## config.mk

```make
export PLATFORM = sky130hd
export DESIGN_NAME = fbpp_packer
export DESIGN_NICKNAME = d
export VERILOG_FILES = /design/src/verilog/fbpp_luma.v /design/src/verilog/fbpp_packer.v
export VERILOG_INCLUDE_DIRS = /design/src /design/src/inc
export SDC_FILE = /design/constraint.sdc
export NUM_CORES = 1
export LEC_CHECK = 0
export BUFFER_PORTS_ARGS = -buffer_cell sky130_fd_sc_hd__clkbuf_2
export CORE_MARGIN = 2
export CORE_UTILIZATION = 60
export DETAILED_ROUTE_END_ITERATION = 16
export PLACE_DENSITY = 0.85
export SYNTH_ARGS = -nofsm -noshare
export SYNTH_HDL_FRONTEND = slang
export SYNTH_SLANG_ARGS = --single-unit
```

## constraint.sdc

```tcl
create_clock -name ref_clk -period 11.4 [get_ports ref_clk]
set_input_delay 2.28 -clock ref_clk [delete_from_list [all_inputs] [get_ports ref_clk]]
set_output_delay 2.28 -clock ref_clk [all_outputs]
set_load 0.005 [all_outputs]
```

## src/inc/fbpp_defs.vh

```
// Constants for the frame buffer pixel packer: formats, orders, widths, colour factors
`ifndef FBPP_DEFS_VH
`define FBPP_DEFS_VH

// Pixel format codes
`define FBPP_FMT_ARGB8888      3'h0
`define FBPP_FMT_RGB888        3'h1
`define FBPP_FMT_RGB565        3'h2
`define FBPP_FMT_ARGB1555      3'h3
`define FBPP_FMT_ARGB4444      3'h4
`define FBPP_FMT_GRAY_FOUR_BIT 3'h5
`define FBPP_FMT_GRAY_TWO_BIT  3'h6
`define FBPP_FMT_GRAY_ONE_BIT  3'h7

// In-byte packing order and buffer scan order codes
`define FBPP_PACK_LINE   1'b0
`define FBPP_PACK_COLUMN 1'b1
`define FBPP_SCAN_ROW    1'b0
`define FBPP_SCAN_COLUMN 1'b1

// Datapath widths
`define FBPP_COORD_W  11
`define FBPP_STRIDE_W 14
`define FBPP_ADDR_W   24

// Luminance weights, summing to 256
`define FBPP_LUMA_R 8'h4d
`define FBPP_LUMA_G 8'h96
`define FBPP_LUMA_B 8'h1d

// Gray quantisation divisors and read-back replication factors
`define FBPP_DIV_FOUR_BIT 8'h11
`define FBPP_DIV_TWO_BIT  8'h55
`define FBPP_DIV_ONE_BIT  8'hff
`define FBPP_REP_FOUR_BIT 24'h11_1111
`define FBPP_REP_TWO_BIT  24'h55_5555
`define FBPP_REP_ONE_BIT  24'hff_ffff
`define FBPP_OPAQUE       8'hff

`endif

```

## src/verilog/fbpp_luma.v

```verilog
// Two-stage luminance reduction of a 32-bit colour to an 8-bit gray level
`include "fbpp_defs.vh"

module fbpp_luma (
    input  wire        ref_clk,
    input  wire        rst,
    input  wire [31:0] argb,
    output reg  [7:0]  gray_q
);

    reg  [15:0] red_q;
    reg  [15:0] green_q;
    reg  [15:0] blue_q;
    wire [16:0] sum_w;

    // Stage one: weighted products of each component
    always @(posedge ref_clk) begin
        if (rst) begin
            red_q   <= 16'h0000;
            green_q <= 16'h0000;
            blue_q  <= 16'h0000;
        end else begin
            red_q   <= {8'h00, argb[23:16]} * {8'h00, `FBPP_LUMA_R};
            green_q <= {8'h00, argb[15:8]} * {8'h00, `FBPP_LUMA_G};
            blue_q  <= {8'h00, argb[7:0]} * {8'h00, `FBPP_LUMA_B};
        end
    end

    // Stage two: sum never exceeds 0xff00, so the top byte is the level
    assign sum_w = {1'b0, red_q} + {1'b0, green_q} + {1'b0, blue_q};

    always @(posedge ref_clk) begin
        if (rst) begin
            gray_q <= 8'h00;
        end else begin
            gray_q <= sum_w[15:8];
        end
    end

endmodule

```

## src/verilog/fbpp_packer.v

```verilog
// Frame buffer pixel packer: pixel address, bit placement and colour conversion
`include "fbpp_defs.vh"

module fbpp_packer (
    input  wire        ref_clk,
    input  wire        rst,
    input  wire [2:0]  pixel_format,
    input  wire        in_byte_packing_order,
    input  wire        buffer_scan_order,
    input  wire [10:0] frame_width,
    input  wire [10:0] frame_height,
    input  wire        req_valid,
    input  wire        req_read,
    input  wire [10:0] req_x,
    input  wire [10:0] req_y,
    input  wire [31:0] req_argb,
    output reg         mem_wr_q,
    output reg         mem_rd_q,
    output reg  [23:0] mem_addr_q,
    output reg  [31:0] mem_wdata_q,
    output reg  [3:0]  mem_byte_en_q,
    output reg  [7:0]  mem_bit_mask_q,
    input  wire        dec_valid,
    input  wire [10:0] dec_x,
    input  wire [10:0] dec_y,
    input  wire [31:0] dec_data,
    output reg         dec_argb_valid_q,
    output reg  [31:0] dec_argb_q
);

    // Sub-byte formats: log2 of pixels per byte; zero for byte-wide formats
    // Drives both the address shifts and the rounding term
    function [1:0] fbpp_shift_f;
        input [2:0] fmt;
        begin
            case (fmt)
                `FBPP_FMT_GRAY_FOUR_BIT: fbpp_shift_f = 2'd1;
                `FBPP_FMT_GRAY_TWO_BIT:  fbpp_shift_f = 2'd2;
                `FBPP_FMT_GRAY_ONE_BIT:  fbpp_shift_f = 2'd3;
                default:                 fbpp_shift_f = 2'd0;
            endcase
        end
    endfunction

    // Bit position of a sub-byte pixel inside its byte, lowest index at LSB
    // Line packing ranks pixels by x, column packing by y
    function [2:0] fbpp_bit_pos_f;
        input [10:0] x;
        input [10:0] y;
        input        order;
        input [2:0]  fmt;
        reg   [10:0] c;
        begin
            c = (order == `FBPP_PACK_COLUMN) ? y : x;
            case (fmt)
                `FBPP_FMT_GRAY_FOUR_BIT: fbpp_bit_pos_f = {c[0], 2'b00};
                `FBPP_FMT_GRAY_TWO_BIT:  fbpp_bit_pos_f = {c[1:0], 1'b0};
                `FBPP_FMT_GRAY_ONE_BIT:  fbpp_bit_pos_f = c[2:0];
                default:                 fbpp_bit_pos_f = 3'd0;
            endcase
        end
    endfunction

    // Stage one registers
    reg         s1_valid_q;
    reg         s1_read_q;
    reg  [2:0]  s1_fmt_q;
    reg         s1_order_q;
    reg  [31:0] s1_argb_q;
    reg  [10:0] s1_major_q;
    reg  [13:0] s1_stride_q;
    reg  [13:0] s1_minor_q;
    reg  [2:0]  s1_pos_q;

    // Stage two registers
    reg         s2_valid_q;
    reg         s2_read_q;
    reg  [2:0]  s2_fmt_q;
    reg  [31:0] s2_argb_q;
    reg  [23:0] s2_addr_q;
    reg  [2:0]  s2_pos_q;

    // Stage one next values
    reg  [1:0]  shift_d;
    reg  [2:0]  bytes_d;
    reg  [13:0] round_d;
    reg  [10:0] major_d;
    reg  [13:0] stride_d;
    reg  [13:0] minor_d;

    wire [7:0]  gray_w;
    wire [24:0] prod_w;
    wire [24:0] addr_w;

    // Gray level runs beside the address path and lands in stage two
    fbpp_luma u_luma (
        .ref_clk (ref_clk),
        .rst     (rst),
        .argb    (req_argb),
        .gray_q  (gray_w)
    );

    // Choose major coordinate, byte stride and minor offset per scan and packing
    // Byte address is major * stride + minor; ppb is pixels per byte
    //   row scan, line packing:      y * padded row bytes + x / ppb
    //   row scan, column packing:    (y / ppb) * width + x
    //   column scan, line packing:   (x / ppb) * height + y
    //   column scan, column packing: x * padded column bytes + y / ppb
    // Coordinates are not clamped: pixels outside the frame alias elsewhere
    always @* begin
        shift_d  = fbpp_shift_f(pixel_format);
        bytes_d  = 3'd2;
        round_d  = 14'h0000;
        major_d  = req_y;
        stride_d = 14'h0000;
        minor_d  = 14'h0000;
        case (pixel_format)
            `FBPP_FMT_ARGB8888: bytes_d = 3'd4;
            `FBPP_FMT_RGB888:   bytes_d = 3'd3;
            default:            bytes_d = 3'd2;
        endcase
        // Rounding term pads a partial byte at a row or column end
        case (shift_d)
            2'd1:    round_d = 14'h0001;
            2'd2:    round_d = 14'h0003;
            2'd3:    round_d = 14'h0007;
            default: round_d = 14'h0000;
        endcase
        if (shift_d == 2'd0) begin
            // Byte-wide pixels: row by row, left to right, top row first
            major_d  = req_y;
            stride_d = {3'b000, frame_width} * {11'h000, bytes_d};
            minor_d  = {3'b000, req_x} * {11'h000, bytes_d};
        end else begin
            case ({buffer_scan_order, in_byte_packing_order})
                {`FBPP_SCAN_ROW, `FBPP_PACK_LINE}: begin
                    // Row padded to whole bytes, bytes step along the row
                    major_d  = req_y;
                    stride_d = ({3'b000, frame_width} + round_d) >> shift_d;
                    minor_d  = {3'b000, req_x} >> shift_d;
                end
                {`FBPP_SCAN_ROW, `FBPP_PACK_COLUMN}: begin
                    // One byte per column of a row group, bytes step in x
                    major_d  = req_y >> shift_d;
                    stride_d = {3'b000, frame_width};
                    minor_d  = {3'b000, req_x};
                end
                {`FBPP_SCAN_COLUMN, `FBPP_PACK_LINE}: begin
                    // One byte per row of a column group, bytes step in y
                    major_d  = req_x >> shift_d;
                    stride_d = {3'b000, frame_height};
                    minor_d  = {3'b000, req_y};
                end
                default: begin
                    // Column padded to whole bytes, bytes step down the column
                    major_d  = req_x;
                    stride_d = ({3'b000, frame_height} + round_d) >> shift_d;
                    minor_d  = {3'b000, req_y} >> shift_d;
                end
            endcase
        end
    end

    // Stage one: capture request, configuration and address terms
    // Configuration travels with each pixel, so a change only affects later ones
    always @(posedge ref_clk) begin
        if (rst) begin
            s1_valid_q  <= 1'b0;
            s1_read_q   <= 1'b0;
            s1_fmt_q    <= `FBPP_FMT_ARGB8888;
            s1_order_q  <= `FBPP_PACK_LINE;
            s1_argb_q   <= 32'h0000_0000;
            s1_major_q  <= 11'h000;
            s1_stride_q <= 14'h0000;
            s1_minor_q  <= 14'h0000;
            s1_pos_q    <= 3'd0;
        end else begin
            s1_valid_q  <= req_valid;
            s1_read_q   <= req_read;
            s1_fmt_q    <= pixel_format;
            s1_order_q  <= in_byte_packing_order;
            s1_argb_q   <= req_argb;
            s1_major_q  <= major_d;
            s1_stride_q <= stride_d;
            s1_minor_q  <= minor_d;
            s1_pos_q    <= fbpp_bit_pos_f(req_x, req_y, in_byte_packing_order,
                                          pixel_format);
        end
    end

    // Byte address of the pixel's lowest byte
    // Top product bit is dropped on purpose: the address wraps at 24 bits
    assign prod_w = {14'h0000, s1_major_q} * {11'h000, s1_stride_q};
    assign addr_w = prod_w + {11'h000, s1_minor_q};

    // Stage two: address formed, luminance arrives alongside
    // Luminance has the same two-cycle delay, so gray_w matches stage two
    always @(posedge ref_clk) begin
        if (rst) begin
            s2_valid_q <= 1'b0;
            s2_read_q  <= 1'b0;
            s2_fmt_q   <= `FBPP_FMT_ARGB8888;
            s2_argb_q  <= 32'h0000_0000;
            s2_addr_q  <= 24'h00_0000;
            s2_pos_q   <= 3'd0;
        end else begin
            s2_valid_q <= s1_valid_q;
            s2_read_q  <= s1_read_q;
            s2_fmt_q   <= s1_fmt_q;
            s2_argb_q  <= s1_argb_q;
            s2_addr_q  <= addr_w[23:0];
            s2_pos_q   <= s1_pos_q;
        end
    end

    // Colour encoding into the stored pixel format
    // Gray codes truncate: a level just below a step rounds down
    reg [31:0] wdata_d;
    reg [3:0]  byte_en_d;
    reg [7:0]  bit_mask_d;
    reg [7:0]  code_d;

    always @* begin
        wdata_d    = 32'h0000_0000;
        byte_en_d  = 4'h3;
        bit_mask_d = 8'hff;
        code_d     = 8'h00;
        case (s2_fmt_q)
            `FBPP_FMT_ARGB8888: begin
                wdata_d   = s2_argb_q;
                byte_en_d = 4'hf;
            end
            `FBPP_FMT_RGB888: begin
                wdata_d   = {8'h00, s2_argb_q[23:0]};
                byte_en_d = 4'h7;
            end
            `FBPP_FMT_RGB565: begin
                wdata_d = {16'h0000, s2_argb_q[23:19], s2_argb_q[15:10],
                           s2_argb_q[7:3]};
            end
            `FBPP_FMT_ARGB1555: begin
                wdata_d = {16'h0000, s2_argb_q[31], s2_argb_q[23:19],
                           s2_argb_q[15:11], s2_argb_q[7:3]};
            end
            `FBPP_FMT_ARGB4444: begin
                wdata_d = {16'h0000, s2_argb_q[31:28], s2_argb_q[23:20],
                           s2_argb_q[15:12], s2_argb_q[7:4]};
            end
            `FBPP_FMT_GRAY_FOUR_BIT: begin
                code_d     = gray_w / `FBPP_DIV_FOUR_BIT;
                wdata_d    = {24'h00_0000, code_d << s2_pos_q};
                byte_en_d  = 4'h1;
                bit_mask_d = 8'h0f << s2_pos_q;
            end
            `FBPP_FMT_GRAY_TWO_BIT: begin
                code_d     = gray_w / `FBPP_DIV_TWO_BIT;
                wdata_d    = {24'h00_0000, code_d << s2_pos_q};
                byte_en_d  = 4'h1;
                bit_mask_d = 8'h03 << s2_pos_q;
            end
            default: begin
                code_d     = gray_w / `FBPP_DIV_ONE_BIT;
                wdata_d    = {24'h00_0000, code_d << s2_pos_q};
                byte_en_d  = 4'h1;
                bit_mask_d = 8'h01 << s2_pos_q;
            end
        endcase
    end

    // Stage three: memory access outputs; reads carry address, lanes and mask with zero data
    // Sub-byte writes only touch lane zero; memory must merge under the bit mask
    // Data, lanes and mask return to zero between requests; the address follows the request inputs every cycle
    always @(posedge ref_clk) begin
        if (rst) begin
            mem_wr_q       <= 1'b0;
            mem_rd_q       <= 1'b0;
            mem_addr_q     <= 24'h00_0000;
            mem_wdata_q    <= 32'h0000_0000;
            mem_byte_en_q  <= 4'h0;
            mem_bit_mask_q <= 8'h00;
        end else begin
            mem_wr_q       <= s2_valid_q & ~s2_read_q;
            mem_rd_q       <= s2_valid_q & s2_read_q;
            mem_addr_q     <= s2_addr_q;
            mem_wdata_q    <= (s2_valid_q & ~s2_read_q) ? wdata_d : 32'h0000_0000;
            mem_byte_en_q  <= s2_valid_q ? byte_en_d : 4'h0;
            mem_bit_mask_q <= s2_valid_q ? bit_mask_d : 8'h00;
        end
    end

    // Read-back decoding of fetched bytes into 32-bit colour
    // Low colour bits of RGB565 and ARGB1555 come back as zero; ARGB4444 nibbles are replicated
    // Decode uses the live format and packing inputs, not the request pipeline
    reg [31:0] argb_d;
    reg [7:0]  sub_d;
    reg [2:0]  dpos_d;

    always @* begin
        dpos_d = fbpp_bit_pos_f(dec_x, dec_y, in_byte_packing_order, pixel_format);
        sub_d  = dec_data[7:0] >> dpos_d;
        argb_d = 32'h0000_0000;
        case (pixel_format)
            `FBPP_FMT_ARGB8888: argb_d = dec_data;
            `FBPP_FMT_RGB888:   argb_d = {`FBPP_OPAQUE, dec_data[23:0]};
            `FBPP_FMT_RGB565: begin
                argb_d = {`FBPP_OPAQUE, dec_data[15:11], 3'b000,
                          dec_data[10:5], 2'b00, dec_data[4:0], 3'b000};
            end
            `FBPP_FMT_ARGB1555: begin
                argb_d = {{8{dec_data[15]}}, dec_data[14:10], 3'b000,
                          dec_data[9:5], 3'b000, dec_data[4:0], 3'b000};
            end
            `FBPP_FMT_ARGB4444: begin
                argb_d = {dec_data[15:12], dec_data[15:12], dec_data[11:8],
                          dec_data[11:8], dec_data[7:4], dec_data[7:4],
                          dec_data[3:0], dec_data[3:0]};
            end
            `FBPP_FMT_GRAY_FOUR_BIT: begin
                argb_d = {`FBPP_OPAQUE,
                          {20'h0_0000, sub_d[3:0]} * `FBPP_REP_FOUR_BIT};
            end
            `FBPP_FMT_GRAY_TWO_BIT: begin
                argb_d = {`FBPP_OPAQUE,
                          {22'h00_0000, sub_d[1:0]} * `FBPP_REP_TWO_BIT};
            end
            default: begin
                argb_d = {`FBPP_OPAQUE,
                          {23'h00_0000, sub_d[0]} * `FBPP_REP_ONE_BIT};
            end
        endcase
    end

    // Decode result register, one cycle behind the fetched data
    always @(posedge ref_clk) begin
        if (rst) begin
            dec_argb_valid_q <= 1'b0;
            dec_argb_q       <= 32'h0000_0000;
        end else begin
            dec_argb_valid_q <= dec_valid;
            dec_argb_q       <= dec_valid ? argb_d : 32'h0000_0000;
        end
    end

endmodule

```

Word-level counts from Yosys, hierarchy flattened
Index checks and enable logic that the tools add are counted.
{"block": "word_totals", "regBits": 302, "inputBits": 140, "out_inout_bits": 103, "elab_cells": 109}
{"block": "op_classes", "add_sub_neg": 5, "multipliers": 9, "n_div": 3, "n_eq_ne": 18, "shift": 13, "muxes": 17, "n_bitwise": 6, "n_reduce_logical": 9}
{"cell": "$pmux W32 S7", "count": 2}
{"cell": "$pmux W14 S3", "count": 2}
{"cell": "$pmux W11 S3", "count": 1}
{"cell": "$add A16 B16 Y16", "count": 2}
{"cell": "$mul A8 B7 Y15 const B", "count": 2}
{"cell": "$add A11 B14 Y14", "count": 2}
{"cell": "$mul A11 B3 Y14", "count": 2}
{"cell": "$mux W14", "count": 2}
{"cell": "$shr A11 B2 Y14", "count": 2}
{"cell": "$shr A14 B2 Y14", "count": 2}
{"cell": "$pmux W3 S3", "count": 3}
{"cell": "$add A24 B14 Y24", "count": 1}
{"cell": "$mul A11 B14 Y24", "count": 1}
{"cell": "$mul A2 B23 Y24 const B", "count": 1}
{"cell": "$mul A4 B21 Y24 const B", "count": 1}
{"cell": "$pmux W8 S3", "count": 1}
{"cell": "$shl A8 B3 Y8", "count": 3}
{"cell": "$shr A11 B2 Y11", "count": 2}
{"cell": "$eq A3 B3 Y1 const B", "count": 7}
{"cell": "$mul A8 B5 Y13 const B", "count": 1}
{"cell": "$eq A3 B2 Y1 const B", "count": 4}
{"cell": "$pmux W4 S3", "count": 1}
{"cell": "$mux W11", "count": 1}
{"cell": "$div A8 B5 Y8 const B", "count": 1}
{"cell": "other kinds (20)", "count": 33}

Longest topological paths before layout
{"block": "depth", "ltp_word": 8, "depth_mapped": 40, "mapped_depth_nobuf": 36}

By module
Synthesis repeated with hierarchy kept, for this count alone.
{"block": "unflattened", "cells_unflattened": 2597, "area_unflattened_um2": 22934.5}
{"module": "fbpp_packer", "instances": 1, "cells_each": 2096, "area_each_um2": 18019.8, "seq_area_each_um2": 4924.7}
{"module": "fbpp_luma", "instances": 1, "cells_each": 501, "area_each_um2": 4914.7, "seq_area_each_um2": 1021.0}

Worst setup path after synthesis
No wires, ideal clock.
{"block": "synth_path", "path_type": "reg-to-reg", "from": "register s2_fmt_q[0]", "to": "register mem_wdata_q[5]", "setup_time_ns": 0.120, "arrival_time_ns": 6.972, "required_time_ns": 11.280, "slack_ns": 4.308, "path_stages_with_launch": 39, "n_path_buf": 4, "synth_period_minus_slack_ns": 7.092, "path_cell_list": "dfxtp_1 buf_2 xor2_1 nand2_1 inv_1 ha_1 a211oi_2 o31a_1 nor2b_1 buf_2 xnor2_1 inv_1 ha_1 a21oi_1 o21bai_1 a21oi_1 nand4b_1 and2_1 [3 not listed] ha_1 o21ai_0 nand2b_1 a21oi_1 o21ai_0 and3_1 a31oi_2 nand2b_1 buf_4 mux2_2 ha_1 a21o_1 a21oi_1 nor2_1 and3_4 a221oi_4 nor2b_1 o31a_1"}
{"item": "start: declaration", "line_no": "fbpp_packer.v:78", "rtl": "reg [2:0] s2_fmt_q;"}
{"item": "start signal: assignment", "line_no": "fbpp_packer.v:202", "rtl": "s2_fmt_q <= `FBPP_FMT_ARGB8888;"}
{"item": "start signal: assignment", "line_no": "fbpp_packer.v:209", "rtl": "s2_fmt_q <= s1_fmt_q;"}
{"item": "end signal: assignment", "line_no": "fbpp_packer.v:285", "rtl": "mem_wdata_q <= (s2_valid_q & ~s2_read_q) ? wdata_d : 32'h0000_0000;"}
{"item": "end: declaration", "line_no": "fbpp_packer.v:20", "rtl": "output reg [31:0] mem_wdata_q,"}

==> impl_metrics.json <==
{
  "status": "finished, final reports clean",
  "numCtsBuffers": 30,
  "finalCritPeriodShare": 0.758,
  "htreeDepth": 1,
  "drt_iter0_markers": 1394,
  "grt_pass1_vias": 18400,
  "grt_max_degree": 97,
  "place.gp.congestion": 0.953,
  "hold_buffers": 0,
  "antenna_found_initial": 4,
  "synth_seq_cells": 292,
  "synth_edf_count": 0,
  "cpMostUsedCell": "ha_1",
  "vias_per_cell": 5.68,
  "dp.final_hpwl_um": 42100,
  "cp.arrival_ns": 9.11,
  "synth_warnings": 0,
  "fp.dieH_um": 197,
  "layout_common_cells": "304 x nand2_1, 300 x inv_1, 292 x dfxtp_1",
  "yosysTopAreaCell": "dfxtp_1",
  "p_leak_nw": 12.3,
  "cap_violations": 0,
  "track_usage": 0.285,
  "dpl-instance-area_um2": 23700,
  "start_util": 0.611,
  "cts_tree": "built",
  "final_common_cell": "nand2_1",
  "synth_top_area_frac": 0.262,
  "grt_pass1_wl_um": 90400,
  "holdWs_ns": 0.437,
  "syn_nets": 3105,
  "synth.avg_cell_area_um2": 8.73,
  "cts.sink_count": 292,
  "finalClockSkew_ns": 0.0268,
  "p_clk_frac": 0.292,
  "ant_nets": 0,
  "io_pins": 243,
  "io_buffers": 226,
  "seq_area_frac_synth": 0.262,
  "clockRootBuffer": "clkbuf_16",
  "clkLatencyLatePin_ns": 0.59,
  "critPathLaunchType": "register",
  "seqPwrFrac": 0.356,
  "peakVddDrop_v": 0.000125,
  "tns_ns": 0,
  "synth.cell_area_um2": 22400,
  "wl_per_cell_um": 17.2,
  "comb_power_share": 0.353,
  "dp.cells": 3135,
  "die_area_um2": 38800,
  "cts_resized": 0,
  "fillers": 2859,
  "instances_no_fill": 3195,
  "num_rows": 70,
  "drcViolationCount": 0,
  "synth.distinct_cells": 72,
  "power.internal_mw": 2.22,
  "core_area_um2": 36600,
  "synth_ff_type": "dfxtp_1",
  "synthCells": 2560,
  "postLayoutCellArea_um2": 24700,
  "synthArstFlopShare": 0,
  "worst_slew_pin_slew_ns": 1.21,
  "dr.pass1.iters": 5,
  "critPathKind": "reg -> reg",
  "clock_path_buffers": 3,
  "cts_setup_buffers": 0,
  "period_minus_slack_ns": 8.64,
  "syn2layout_area_growth_pct": 10.5,
  "postLayoutCoreUtil": 0.675,
  "cp_slowest_cell": "inv_1",
  "hold_class": "reg -> reg",
  "path_max_fanout": 42,
  "drv_slew": 0,
  "max_stage_delay_ns": 0.47,
  "powerDensity_nw_per_um2": 138,
  "fmax_mhz": 116,
  "swShare": 0.351,
  "overflow": 0,
  "routed_wl_um": 54800,
  "setup_viol": 0,
  "cts.clk_slew.worst_paths_ns": 0.06,
  "cp_data_required_time_ns": 11.87,
  "rsz0062_at_grt": "no",
  "dr_total_vias": 18200,
  "worst_slew_margin_rel": 0.192,
  "cp-end-kind": "register",
  "hold_viol_final": 0,
  "p_sw_mw": 1.20,
  "synthTopCellsByArea": "dfxtp_1 26%, fa_1 16%, ha_1 13%",
  "finalNetCount": 3244,
  "drive_gt1_frac": 0.120,
  "die_w_um": 197
}
==> power groups by stage <==
| stage | combinational [mW] | clock (mW) | sequential, mW |
|---|---|---|---|
| floorplan | 0.910 | 0 | 1.20 |
| global placement | 1.13 | 0 | 1.23 |
| detailed placement | 1.19 | 0 | 1.24 |
| CTS | 1.21 | 1.02 | 1.22 |
| global route | 1.38 | 1.06 | 1.23 |
| finish | 1.21 | 0.997 | 1.22 |
==> sequential cells by signal, summed over array words and instances, names as in the netlist, 11 cells and up <==
register	cells
mem_wdata_q	32
s1_minor_q	14
dec_argb_q	32
s2_addr_q	24
s2_argb_q	32
u_luma.red_q	13
mem_addr_q	24
s1_argb_q	32
s1_stride_q	14
u_luma.blue_q	11
u_luma.green_q	14
s1_major_q	11
==> critical path: cells and delay by family (launching register included) <==
family / cells / cell delay (ns)
simple gates: 10 / 2.20
buf+inv: 3 / 0.89
compound gates: 13 / 2.68
xor+xnor: 3 / 0.61
fa+ha+maj: 5 / 1.42
mux: 1 / 0.40
flops: 1 / 0.31
==> cells in the mapped netlist (18+ instances only) <==
cell type / n
o21ai_0: 62
and3_1: 22
clkbuf_1: 110
nand2b_1: 22
mux2i_1: 77
and2_1: 65
dfxtp_1: 292
xnor2_1: 62
nand2_1: 304
nor2_1: 180
a22oi_1: 18
a211oi_1: 20
nor2b_1: 132
fa_1: 180
xor2_1: 35
nor3_1: 35
a31oi_1: 25
a21o_1: 27
nand3_1: 20
inv_1: 300
ha_1: 225
a21oi_1: 157
==> path summary, 6_finish.rpt <==
path	startpoint	endpoint	slack, ns	cells past startpoint
max	s2_fmt_q[1]$_SDFF_PP0_	mem_wdata_q[5]$_SDFF_PP0_	2.76	35
min reg2reg	s2_addr_q[10]$_SDFF_PP0_	mem_addr_q[10]$_SDFF_PP0_	0.44	1
min	s2_addr_q[10]$_SDFF_PP0_	mem_addr_q[10]$_SDFF_PP0_	0.44	1
max reg2reg	s2_fmt_q[1]$_SDFF_PP0_	mem_wdata_q[5]$_SDFF_PP0_	2.76	35
==> cells by family after synthesis <==
logic type	count (synthesis)	synth area share
adders and majority gates	405	0.287
xor gates and xnor gates	97	0.0380
muxes	97	0.0457
AOI/OAI and AO/OA	433	0.126
buffers and inverters	431	0.0730
DFF	292	0.262
and+or+nand+nor	805	0.169
==> layer usage <==
metal	track usage	vias up	wire length, µm
li1	-	8668	-
met3	0.0481	115	4350
met4	0.0947	0	1580
met5	0	-	0
met1	0.377	8658	23400
met2	0.477	716	25500
==> area by class of cell <==
class	count	area (µm²)	share of cell area
diodes	4	10.0	0.000405
clock buffers	37	817	0.0331
clock inverters	19	208	0.00841
inverters	300	1130	0.0456
multi-input cells	1837	14900	0.602
flip-flops and latches	292	5850	0.237
well taps	468	586	0.0237
repair buffers	238	1230	0.0497
==> metrics by stage <==
step                worst slack, ns  power [mW]
CTS                            2.82        3.44
global placement               3.04        2.36
global route                   2.06        3.66
floorplan                      4.31        2.11
finish                         2.76        3.42
detailed placement             2.96        2.43
(Power assumes the default switching activity.)
